### config.mk
export PLATFORM = sky130hd
export DESIGN_NAME = ddc_serial_port
export DESIGN_NICKNAME = d
export VERILOG_FILES = /design/src/design/ddc_pkg.sv /design/src/design/ddc_serial_port.sv
export VERILOG_INCLUDE_DIRS = /design/src /design/src/design
export SDC_FILE = /design/constraint.sdc
export NUM_CORES = 1
export LEC_CHECK = 0
export ABC_AREA = 1
export BUFFER_PORTS_ARGS = -buffer_cell sky130_fd_sc_hd__buf_2
export CAP_MARGIN = 20
export CORE_MARGIN = 2
export CORE_UTILIZATION = 30
export CTS_CLUSTER_DIAMETER = 200
export CTS_CLUSTER_SIZE = 24
export DETAILED_ROUTE_END_ITERATION = 10
export SLEW_MARGIN = 20
export SYNTH_ARGS = -nofsm -noshare
export SYNTH_HDL_FRONTEND = slang
export SYNTH_SLANG_ARGS = --single-unit
### constraint.sdc
create_clock -name SYS_CLK -period 2.2 [get_ports SYS_CLK]
set_input_delay 0 -clock SYS_CLK [delete_from_list [all_inputs] [get_ports SYS_CLK]]
set_output_delay 0 -clock SYS_CLK [all_outputs]
set_load 0.02 [all_outputs]
### src/design/ddc_params.svh
// Constants for the dual converter serial command port
`ifndef DDC_PARAMS_SVH
`define DDC_PARAMS_SVH

`define DDC_WORD_BITS     24
`define DDC_CODE_BITS     16
`define DDC_CMD_MSB       23
`define DDC_CMD_LSB       20
`define DDC_ADR_MSB       19
`define DDC_ADR_LSB       16
`define DDC_CMD_WRITE     4'h0
`define DDC_CMD_UPDATE    4'h1
`define DDC_CMD_WR_UPD_ALL 4'h2
`define DDC_CMD_WR_UPD    4'h3
`define DDC_CMD_PWRDN     4'h4
`define DDC_CMD_NOP       4'hF
`define DDC_ADR_A         4'h0
`define DDC_ADR_B         4'h1
`define DDC_ADR_ALL       4'hF
`define DDC_CODE_RESET    16'h0000

`endif

### src/design/ddc_pkg.sv
// Types for the dual converter serial command port
package ddc_pkg;
  typedef struct packed {
    logic [3:0]  cmd;
    logic [3:0]  adr;
    logic [15:0] data;
  } ddc_word_t;

  typedef struct packed {
    logic [15:0] code_a;
    logic [15:0] code_b;
  } ddc_codes_t;

  typedef enum logic [1:0] {
    DDC_IDLE,
    DDC_SHIFT
  } ddc_state_t;
endpackage

### src/design/ddc_serial_port.sv
// Serial command receiver and double-buffered code registers, two channels
//
// How it works
// - Low chip_select_load enables clock, data and shift register; level sensitive.
// - With select low, one data bit is sampled on each rising serial clock.
// - Data word is code MSB first; all 16 data bits form the code.
// - While select is high, clock edges leave the shift register alone.
// - Rising select ends the transfer and executes the received word.
// - Command 0000 writes the input register of the addressed channel only.
// - Command 0001 copies input to converter register and powers channel up.
// - Command 0010 writes addressed input, then updates and powers up all.
// - Command 0011 writes and immediately updates the addressed channel.
// - Address 0000 picks channel A, 0001 channel B, 1111 both.
// - A write moves the full 16-bit data field into the input register.
// - Converter register code stays active until a later update.
// - Any update powers the selected channel up.
// - A 32-bit word with 8 leading padding bits is accepted too.
// - Reset puts both outputs at zero scale until write and update.
// - Command 0100 powers down the addressed channel or both.
// - Power-down leaves input and converter registers unchanged.
`timescale 1ns/10ps
`include "ddc_params.svh"

module ddc_serial_port
  import ddc_pkg::*;
(
  input  wire logic        SYS_CLK,
  input  wire logic        ARST_N,
  input  wire logic        CS_LOAD,
  input  wire logic        SER_CLK,
  input  wire logic        SER_DATA,
  output logic [15:0]      CODE_A,
  output logic [15:0]      CODE_B,
  output logic             POWERED_A,
  output logic             POWERED_B,
  output logic             EXEC_PULSE,
  output logic [5:0]       BIT_COUNT
);

  ////////////////////////////////////////////////////////////////////////////
  // Pin synchronisers; first stage feeds only the second
  logic [1:0]  cs_sync_r;
  logic [1:0]  sck_sync_r;
  logic [1:0]  sdi_sync_r;
  logic        cs_prev_r;
  logic        sck_prev_r;

  always_ff @(posedge SYS_CLK or negedge ARST_N) begin
    if (!ARST_N) begin
      cs_sync_r  <= 2'h3;
      sck_sync_r <= 2'h0;
      sdi_sync_r <= 2'h0;
      cs_prev_r  <= 1'b1;
      sck_prev_r <= 1'b0;
    end else begin
      cs_sync_r  <= {cs_sync_r[0], CS_LOAD};
      sck_sync_r <= {sck_sync_r[0], SER_CLK};
      sdi_sync_r <= {sdi_sync_r[0], SER_DATA};
      cs_prev_r  <= cs_sync_r[1];
      sck_prev_r <= sck_sync_r[1];
    end
  end

  logic cs_low;
  logic sck_rise;
  logic cs_rise;
  logic sdi_s;
  // Data passes the same two stages as the clock, so setup holds
  assign cs_low   = !cs_sync_r[1];
  assign sck_rise = sck_sync_r[1] && !sck_prev_r;
  assign cs_rise  = cs_sync_r[1] && !cs_prev_r;
  assign sdi_s    = sdi_sync_r[1];

  ////////////////////////////////////////////////////////////////////////////
  // Transfer state
  ddc_state_t state_r;

  always_ff @(posedge SYS_CLK or negedge ARST_N) begin
    if (!ARST_N) begin
      state_r <= DDC_IDLE;
    end else begin
      unique case (state_r)
        DDC_IDLE: begin
          if (cs_low) begin
            state_r <= DDC_SHIFT;
          end
        end
        DDC_SHIFT: begin
          if (!cs_low) begin
            state_r <= DDC_IDLE;
          end
        end
      endcase
    end
  end

  ////////////////////////////////////////////////////////////////////////////
  // Shift register; 24 bits kept, older padding falls off the top
  logic [23:0] shift_r;
  logic [5:0]  count_r;

  always_ff @(posedge SYS_CLK or negedge ARST_N) begin
    if (!ARST_N) begin
      shift_r <= 24'h000000;
      count_r <= 6'h00;
    end else if (cs_low && sck_rise) begin
      shift_r <= {shift_r[22:0], sdi_s};
      if (count_r != 6'h3F) begin
        count_r <= count_r + 6'h01;
      end
    end else if (state_r == DDC_IDLE && cs_low) begin
      count_r <= 6'h00;                                   // New frame starts counting
    end
  end
  // Edges while deselected fall through and change nothing
  assign BIT_COUNT = count_r;

  ////////////////////////////////////////////////////////////////////////////
  // Decode on the rising select edge
  ddc_word_t word;
  assign word = ddc_word_t'(shift_r);

  logic sel_a;
  logic sel_b;
  logic do_write;
  logic do_upd_sel;
  logic do_upd_all;
  logic do_pwrdn;
  // Short frames (under 24 bits) are executed as received; host must not send them
  always_comb begin
    sel_a      = (word.adr == `DDC_ADR_A) || (word.adr == `DDC_ADR_ALL);
    sel_b      = (word.adr == `DDC_ADR_B) || (word.adr == `DDC_ADR_ALL);
    do_write   = 1'b0;
    do_upd_sel = 1'b0;
    do_upd_all = 1'b0;
    do_pwrdn   = 1'b0;
    if (cs_rise) begin
      case (word.cmd)
        `DDC_CMD_WRITE: do_write = 1'b1;
        `DDC_CMD_UPDATE: do_upd_sel = 1'b1;
        `DDC_CMD_WR_UPD_ALL: begin
          do_write   = 1'b1;
          do_upd_all = 1'b1;
        end
        `DDC_CMD_WR_UPD: begin
          do_write   = 1'b1;
          do_upd_sel = 1'b1;
        end
        `DDC_CMD_PWRDN: do_pwrdn = 1'b1;
        default: do_write = 1'b0;             // No-op and reserved codes ignored
      endcase
    end
  end

  ////////////////////////////////////////////////////////////////////////////
  // Input registers per channel; write value bypasses into update
  logic [15:0] in_a_r;
  logic [15:0] in_b_r;
  logic [15:0] in_a_nxt;
  logic [15:0] in_b_nxt;

  assign in_a_nxt = (do_write && sel_a) ? word.data : in_a_r;
  assign in_b_nxt = (do_write && sel_b) ? word.data : in_b_r;

  always_ff @(posedge SYS_CLK or negedge ARST_N) begin
    if (!ARST_N) begin
      in_a_r <= `DDC_CODE_RESET;
      in_b_r <= `DDC_CODE_RESET;
    end else begin
      in_a_r <= in_a_nxt;
      in_b_r <= in_b_nxt;
    end
  end

  ////////////////////////////////////////////////////////////////////////////
  // Converter registers and power state
  logic upd_a;
  logic upd_b;
  assign upd_a = do_upd_all || (do_upd_sel && sel_a);
  assign upd_b = do_upd_all || (do_upd_sel && sel_b);

  ddc_codes_t codes_r;

  always_ff @(posedge SYS_CLK or negedge ARST_N) begin
    if (!ARST_N) begin
      codes_r <= '{code_a: `DDC_CODE_RESET, code_b: `DDC_CODE_RESET};
    end else begin
      if (upd_a) begin
        codes_r.code_a <= in_a_nxt;
      end
      if (upd_b) begin
        codes_r.code_b <= in_b_nxt;
      end
    end
  end
  // Power-down touches only the power flags, never the codes

  logic pwr_a_r;
  logic pwr_b_r;
  // Update wins if both could act; they never share a command anyway
  always_ff @(posedge SYS_CLK or negedge ARST_N) begin
    if (!ARST_N) begin
      pwr_a_r <= 1'b1;
      pwr_b_r <= 1'b1;
    end else begin
      if (upd_a) begin
        pwr_a_r <= 1'b1;
      end else if (do_pwrdn && sel_a) begin
        pwr_a_r <= 1'b0;
      end
      if (upd_b) begin
        pwr_b_r <= 1'b1;
      end else if (do_pwrdn && sel_b) begin
        pwr_b_r <= 1'b0;
      end
    end
  end

  logic exec_r;
  always_ff @(posedge SYS_CLK or negedge ARST_N) begin
    if (!ARST_N) begin
      exec_r <= 1'b0;
    end else begin
      exec_r <= cs_rise;
    end
  end

  assign CODE_A     = codes_r.code_a;
  assign CODE_B     = codes_r.code_b;
  assign POWERED_A  = pwr_a_r;
  assign POWERED_B  = pwr_b_r;
  assign EXEC_PULSE = exec_r;

  ////////////////////////////////////////////////////////////////////////////
  // Checks
  shift_hold_a: assert property (@(posedge SYS_CLK) disable iff (!ARST_N)
    !cs_low |=> $stable(shift_r))
    else $error("shift register moved while deselected");

  shift_in_a: assert property (@(posedge SYS_CLK) disable iff (!ARST_N)
    (cs_low && sck_rise) |=> (shift_r[0] == $past(sdi_s)))
    else $error("sampled bit not shifted in");

  write_only_a: assert property (@(posedge SYS_CLK) disable iff (!ARST_N)
    (cs_rise && word.cmd == `DDC_CMD_WRITE && word.adr == `DDC_ADR_A)
      |=> (in_a_r == $past(word.data)) && $stable(codes_r))
    else $error("write command misbehaved");

  update_a: assert property (@(posedge SYS_CLK) disable iff (!ARST_N)
    (cs_rise && word.cmd == `DDC_CMD_UPDATE && word.adr == `DDC_ADR_A)
      |=> (CODE_A == $past(in_a_r)) && POWERED_A && $stable(in_a_r))
    else $error("update command misbehaved");

  // The untouched channel must load its own input, not the new data
  wr_upd_all_a: assert property (@(posedge SYS_CLK) disable iff (!ARST_N)
    (cs_rise && word.cmd == `DDC_CMD_WR_UPD_ALL && word.adr == `DDC_ADR_B)
      |=> (CODE_B == $past(word.data)) && (CODE_A == $past(in_a_r))
          && POWERED_A && POWERED_B)
    else $error("write and update all misbehaved");

  // Single-channel update must leave the other code where it was
  wr_upd_a: assert property (@(posedge SYS_CLK) disable iff (!ARST_N)
    (cs_rise && word.cmd == `DDC_CMD_WR_UPD && word.adr == `DDC_ADR_B)
      |=> (CODE_B == $past(word.data)) && $stable(CODE_A) && POWERED_B)
    else $error("write and update misbehaved");

  // Broadcast write fills both input registers with the full field
  write_all_a: assert property (@(posedge SYS_CLK) disable iff (!ARST_N)
    (cs_rise && word.cmd == `DDC_CMD_WRITE && word.adr == `DDC_ADR_ALL)
      |=> (in_a_r == $past(word.data)) && (in_b_r == $past(word.data)))
    else $error("broadcast write misbehaved");

  // Any update of channel A leaves it powered, whatever came before
  power_up_a: assert property (@(posedge SYS_CLK) disable iff (!ARST_N)
    upd_a |=> POWERED_A)
    else $error("update did not power channel up");

  pwrdn_keep_a: assert property (@(posedge SYS_CLK) disable iff (!ARST_N)
    (cs_rise && word.cmd == `DDC_CMD_PWRDN && word.adr == `DDC_ADR_ALL)
      |=> !POWERED_A && !POWERED_B && $stable(codes_r) && $stable(in_a_r))
    else $error("power down misbehaved");

  code_hold_a: assert property (@(posedge SYS_CLK) disable iff (!ARST_N)
    !cs_rise |=> $stable(codes_r))
    else $error("code changed without a command");

  exec_pulse_a: assert property (@(posedge SYS_CLK) disable iff (!ARST_N)
    cs_rise |=> EXEC_PULSE ##1 !EXEC_PULSE)
    else $error("execute pulse wrong");

  // Main scenarios: both frame lengths, wake after sleep, odd codes, stray edges
  frame24_c: cover property (@(posedge SYS_CLK) disable iff (!ARST_N)
    cs_rise && count_r == 6'h18);
  frame32_c: cover property (@(posedge SYS_CLK) disable iff (!ARST_N)
    cs_rise && count_r == 6'h20);
  reserved_c: cover property (@(posedge SYS_CLK) disable iff (!ARST_N)
    cs_rise && !sel_a && !sel_b);
  stray_c: cover property (@(posedge SYS_CLK) disable iff (!ARST_N)
    !cs_low && sck_rise);
  pwrdn_c: cover property (@(posedge SYS_CLK) disable iff (!ARST_N)
    do_pwrdn ##[1:1000] upd_a);

endmodule

## After elaboration in Yosys (flattened, before gate mapping)

Index checks and enable logic that the tools add are counted.

| operators by class | value |
|---|---|
| $add $sub $neg | 1 |
| equality and inequality tests | 11 |
| mux-type cells | 20 |
| reductions and logical operators | 27 |

Operator list:

| cell | number |
|---|---|
| 2-to-1 mux 16 bit | 2 |
| 2-to-1 mux 6 bit | 3 |
| 2-to-1 mux 1 bit | 12 |
| logical AND 1 bit | 10 |
| == test 4 x 1 -> 1 bit, second input constant | 2 |
| == test 4 x 2 -> 1 bit, second input constant | 2 |
| logical NOT 4 bit | 2 |
| adder 6 x 1 -> 6 bit, second input constant | 1 |
| inequality test 6 bit, second input constant | 1 |
| nonzero test 2 bit | 3 |
| == test 4 x 3 -> 1 bit, second input constant | 1 |
| == test 4 bit, second input constant | 1 |
| logical OR 1 bit | 4 |
| 2-to-1 mux 2 bit | 2 |
| inequality test 2 bit, second input constant | 2 |
| case mux 2 bit (2 select lines) | 1 |
| AND reduction 2 bit | 2 |
| logical NOT 1 bit | 3 |
| OR reduction 3 bit | 1 |
| == test 2 x 1 -> 1 bit, second input constant | 1 |
| logical NOT 2 bit | 1 |
| inequality test 2 x 1 -> 1 bit, second input constant | 1 |
| OR reduction 2 bit | 1 |

| storage, ports and cells | value |
|---|---|
| bits in registers | 107 |
| input port bits | 5 |
| output and inout bits | 41 |
| logic and storage cells | 74 |

## Longest topological paths before layout

| depth | value |
|---|---|
| word-level depth | 7 |
| depth in mapped cells | 10 |
| depth with buffers taken out | 9 |

## Worst setup path before layout

OpenSTA, ideal clock, no wires.

| path | value |
|---|---|
| path type | reg2reg |
| start | register count_r[0], in the netlist BIT_COUNT[0] |
| end | register count_r[5], in the netlist BIT_COUNT[5] |
| library setup time | 0.118 ns |
| data arrival time | 1.436 ns |
| data required time | 2.082 ns |
| path slack | 0.647 ns |
| stages on the path, launching flop included | 7 |
| buffers on the path | 0 |
| clock period less this slack | 1.553 ns |
| cell sequence | dfrtp_1 > ha_1 > nand4_1 > o21ai_1 > inv_1 > nand3_1 > nand2_1 |

| between the ends | value |
|---|---|
| word-level cells in the longest chain between the ends | 3 |
| elaborated cells on any way between the ends | 6 |
| those cells by class | add/sub (1); eq/ne (2); mux (2); reduce/logical (1) |

RTL lines:

| what | RTL line | text |
|---|---|---|
| start: declaration | ddc_serial_port.sv:100 | `logic [5:0] count_r;` |
| start signal: assignment | ddc_serial_port.sv:109 | `count_r <= count_r + 6'h01;` |
| adder 6 x 1 -> 6 bit or inequality test 6 bit (tied branches) | ddc_serial_port.sv:109, ddc_serial_port.sv:108 |  |
| 2-to-1 mux 6 bit or inequality test 2 x 1 -> 1 bit (tied branches) | n/a |  |
| 2-to-1 mux 6 bit or AND reduction 2 bit (tied branches) | n/a |  |

Several ways; a longest one is shown, not always the timed one. The select of a mux whose other input is x is not followed.
A chain may end at the register's enable or synchronous reset.

## Worst setup path after layout

| path | value |
|---|---|
| start | register cs_sync_r[1] |
| end | register codes_r, in the netlist CODE_A[2] |

| between the ends | value |
|---|---|
| word-level cells in the longest chain between the ends | 4 |
| elaborated cells on any way between the ends | 8 |
| those cells by class | mux (4); reduce/logical (4) |

RTL lines:

| what | RTL line | text |
|---|---|---|
| start: declaration | ddc_serial_port.sv:42 | `logic [1:0] cs_sync_r;` |
| start signal: assignment | ddc_serial_port.sv:56 | `cs_sync_r <= {cs_sync_r[0], CS_LOAD};` |
| logical AND 1 bit * | ddc_serial_port.sv:71 | `assign cs_rise = cs_sync_r[1] && !cs_prev_r;` |
| named net cs_rise | ddc_serial_port.sv:66 | `logic cs_rise;` |
| 2-to-1 mux 1 bit | ddc_serial_port.sv:137 | `if (cs_rise) begin` |
| logical AND 1 bit (on tied branches) | ddc_serial_port.sv:162, ddc_serial_port.sv:179 |  |
| 2-to-1 mux 16 bit or logical OR 1 bit (tied branches) | ddc_serial_port.sv:162, ddc_serial_port.sv:179 |  |
| end signal: assignment | ddc_serial_port.sv:186 | `` codes_r <= '{code_a: `DDC_CODE_RESET, code_b: `DDC_CODE_RESET}; `` |
| end: declaration | ddc_serial_port.sv:182 | `ddc_codes_t codes_r;` |

The timed path passes the listed nets; every way through them passes the cells marked *.

==> flow_summary.toml <==
[cts]
clkSlewWorstSetupHoldPaths_ns = 0.07
clock_sinks = 106
cts_resized = 0
clockBufferDepth = 2
cts_root_buffer = "clkbuf_16"
cts_tree = "built"
htreeDepth = 3
numCtsBuffers = 9
clk_latency_ns = 0.35

[sta]
setup_violations = 0
hold_viol_final = 0
skew_ns = 0.009587
drv_slew = 0
finalCritPeriodShare_pct = 80.43
worst_slew_pin_slew_ns = 0.5748
rsz0062_at_grt = "false"
fmax_mhz = 565.1
fin_crit_ns = 1.770
slew_headroom_pct = 61.42
tns_ns = 0
setup_ws_ns = 0.4305

[drt]
antenna_left = 0
viasPerCell = 4.447
routed_wl_mm = 9.167
first_pass_iters = 4
routedWlPerCell_um = 12.42
drcViolationCount = 0
first_iter_violations = 180
vias = 3282

[placement]
gp_congestion = 0.7619
hpwl_mm = 6.310
preCtsSetupSlack_ns = 0.4278
numPortBuffers = 45
placed_area_um2 = 4892

[yosys]
netlist.area_leader.share_pct = 56.39
synth-seq-cells = 106
ys_top_cells_by_area = "dfrtp_1, nand2_1, nand3_1"
yosys_warnings = 0
syn_area_per_cell_um2 = 9.018
synth.largest_area_cell = "dfrtp_1"
syn_area_um2 = 4482
syn_inst = 497
yosys.cell_types.count = 22
seq_area_frac_synth_pct = 59.32
syn-num-nets = 504

[grt]
grt_overflow_total = 0
grt_pass1_wl_mm = 15.71
track_usage_pct = 12.22
antenna_found_initial = 0
grt_max_degree = 62
grt_pass1_vias = 3355

[setup_path]
path_class = "reg -> reg"
rrSetupSlack_ns = 0.43
endpoint_kind = "flop"
cp_data_required_time_ns = 2.49
startpoint_type = "flop"
arrival_ns = 2.06
r2r_start = "cs_sync_r[1]"
startpoint = "cs_sync_r[1]"
critPathMaxFanout = 34

[power]
p_total_mw = 4.127
seqPwrFrac_pct = 51.4
powerDensity_nw_per_um2 = 786.6
power.switching_mw = 1.021
vdd_drop_max_mv = 0.4006
p_leak_nw = 2.825
p_sw_share_pct = 24.74
power_frac_clock_pct = 40.6
p_int_mw = 3.106
combPwrFrac_pct = 8.1

[floorplanning]
core_um2 = 14590
die_h_um = 126.2
dieArea_um2 = 15930
std_cell_rows = 44
die_w_um = 126.2
ios = 46
initial_core_util_pct = 30.72

[cells_and_area]
n_antenna_cell = 0
finalNetCount = 556
syn2layout_area_growth_pct = 17.06
mostFrequentLayoutCell = "nand2_1"
layout_common_cells = "nand2_1, dfrtp_1, nand3_1"
drive_gt1_share_pct = 15.70
final_cell_area_um2 = 5246

[job]
drv_cap = 0

[hold_path]
worstHoldPathType = "in -> async"

[status]
status = "completed"
[layout make-up]
class / instances / area (um^2)
Clock inverter: 6 / 75.07
Sequential cell: 106 / 2659
Tap cell: 184 / 230.2
Multi-Input combinational cell: 311 / 1466
Clock buffer: 10 / 239.0
Fill cell: 1479 / 9343
Timing Repair Buffer: 56 / 332.8
Inverter: 65 / 244.0
[synthesized netlist by cell type, drive strengths merged]
cell type,number
and2,32
buf,11
clkbuf,4
dfrtp,101
dfstp,5
ha,2
inv,65
nand2,158
nand3,75
nand4,2
nor2,12
nor3,1
o21ai,26
xnor2,2
xor2,1
[per-stage QoR]
stage                     util (%)  hold WS (ns)  cells
after detailed placement     33.53       0.04826    718
final                        35.96        0.1820    738
after CTS                    35.96        0.2068    738
after global routing         35.96        0.2344    738
after global placement       33.53       0.04109    718
after floorplan                  -       -0.2956    497
[critical path: stages, from the launching register on]
cell     delay (ns)
dfstp_2        0.58
inv_2          0.07
nor2_4         0.10
nand2_2        0.07
nor2_4         0.07
buf_4          0.33
nand2_4        0.20
nand2_1        0.12
nand3_1        0.09
nand2_1        0.07
[kinds of logic (layout without fill, tap and decap cells)]
kind of cell | count (synthesis) | after routing | synth area share [%]
simple gates | 280 | 280 | 28.53
flops | 106 | 106 | 59.32
fa+ha+maj | 2 | 2 | 0.5583
buf+inv | 80 | 137 | 8.096
compound gates | 26 | 26 | 2.903
xor+xnor | 3 | 3 | 0.5864
[repair_timing]
action | in CTS | in global routing
hold endpoints to repair | 46 | 0
setup endpoints to repair | 0 | 0
hold buffers | 4 | 0
setup buffers | 0 | 0
[metal layers]
| metal | routed length, um | up-vias | global-route usage (%) |
|---|---|---|---|
| met5 | 0 | - | 0 |
| met4 | 98 | 0 | 3.297 |
| met3 | 400 | 10 | 3.611 |
| met2 | 4579 | 51 | 21.06 |
| met1 | 4089 | 1581 | 14.95 |
| li1 | - | 1640 | - |
[path summary, 6_finish.rpt]
check	endpoint	cells past startpoint
max in group asynchronous	cs_sync_r[0]	3
min in group SYS_CLK	sdi_sync_r[0]	2
min reg2reg	sck_sync_r[1]	0
max	CODE_A[2]	9
min	CODE_B[10]	2
max reg2reg	CODE_A[2]	9
[power groups by stage]
stage | registers [mW] | logic, mW | clock network (mW)
3_5_place_dp | 2.16 | 0.331 | 0
3_3_place_gp | 2.15 | 0.323 | 0
5_1_grt | 2.14 | 0.390 | 1.80
6_report | 2.12 | 0.332 | 1.67
2_1_floorplan | 2.16 | 0.210 | 0
4_1_cts | 2.12 | 0.342 | 1.72
[state kept, by name, summed over array words and instances (netlist names)]
| signal | count |
|---|---|
| CODE_A | 16 |
| EXEC_PULSE | 1 |
| state_r | 1 |
| in_b_r | 16 |
| POWERED_A | 1 |
| sck_prev_r | 1 |
| POWERED_B | 1 |
| shift_r | 24 |
| sdi_sync_r | 2 |
| in_a_r | 16 |
| CODE_B | 16 |
| sck_sync_r | 2 |
| cs_prev_r | 1 |
| cs_sync_r | 2 |
| BIT_COUNT | 6 |
No activity file was read; power rests on OpenSTA's default activity.
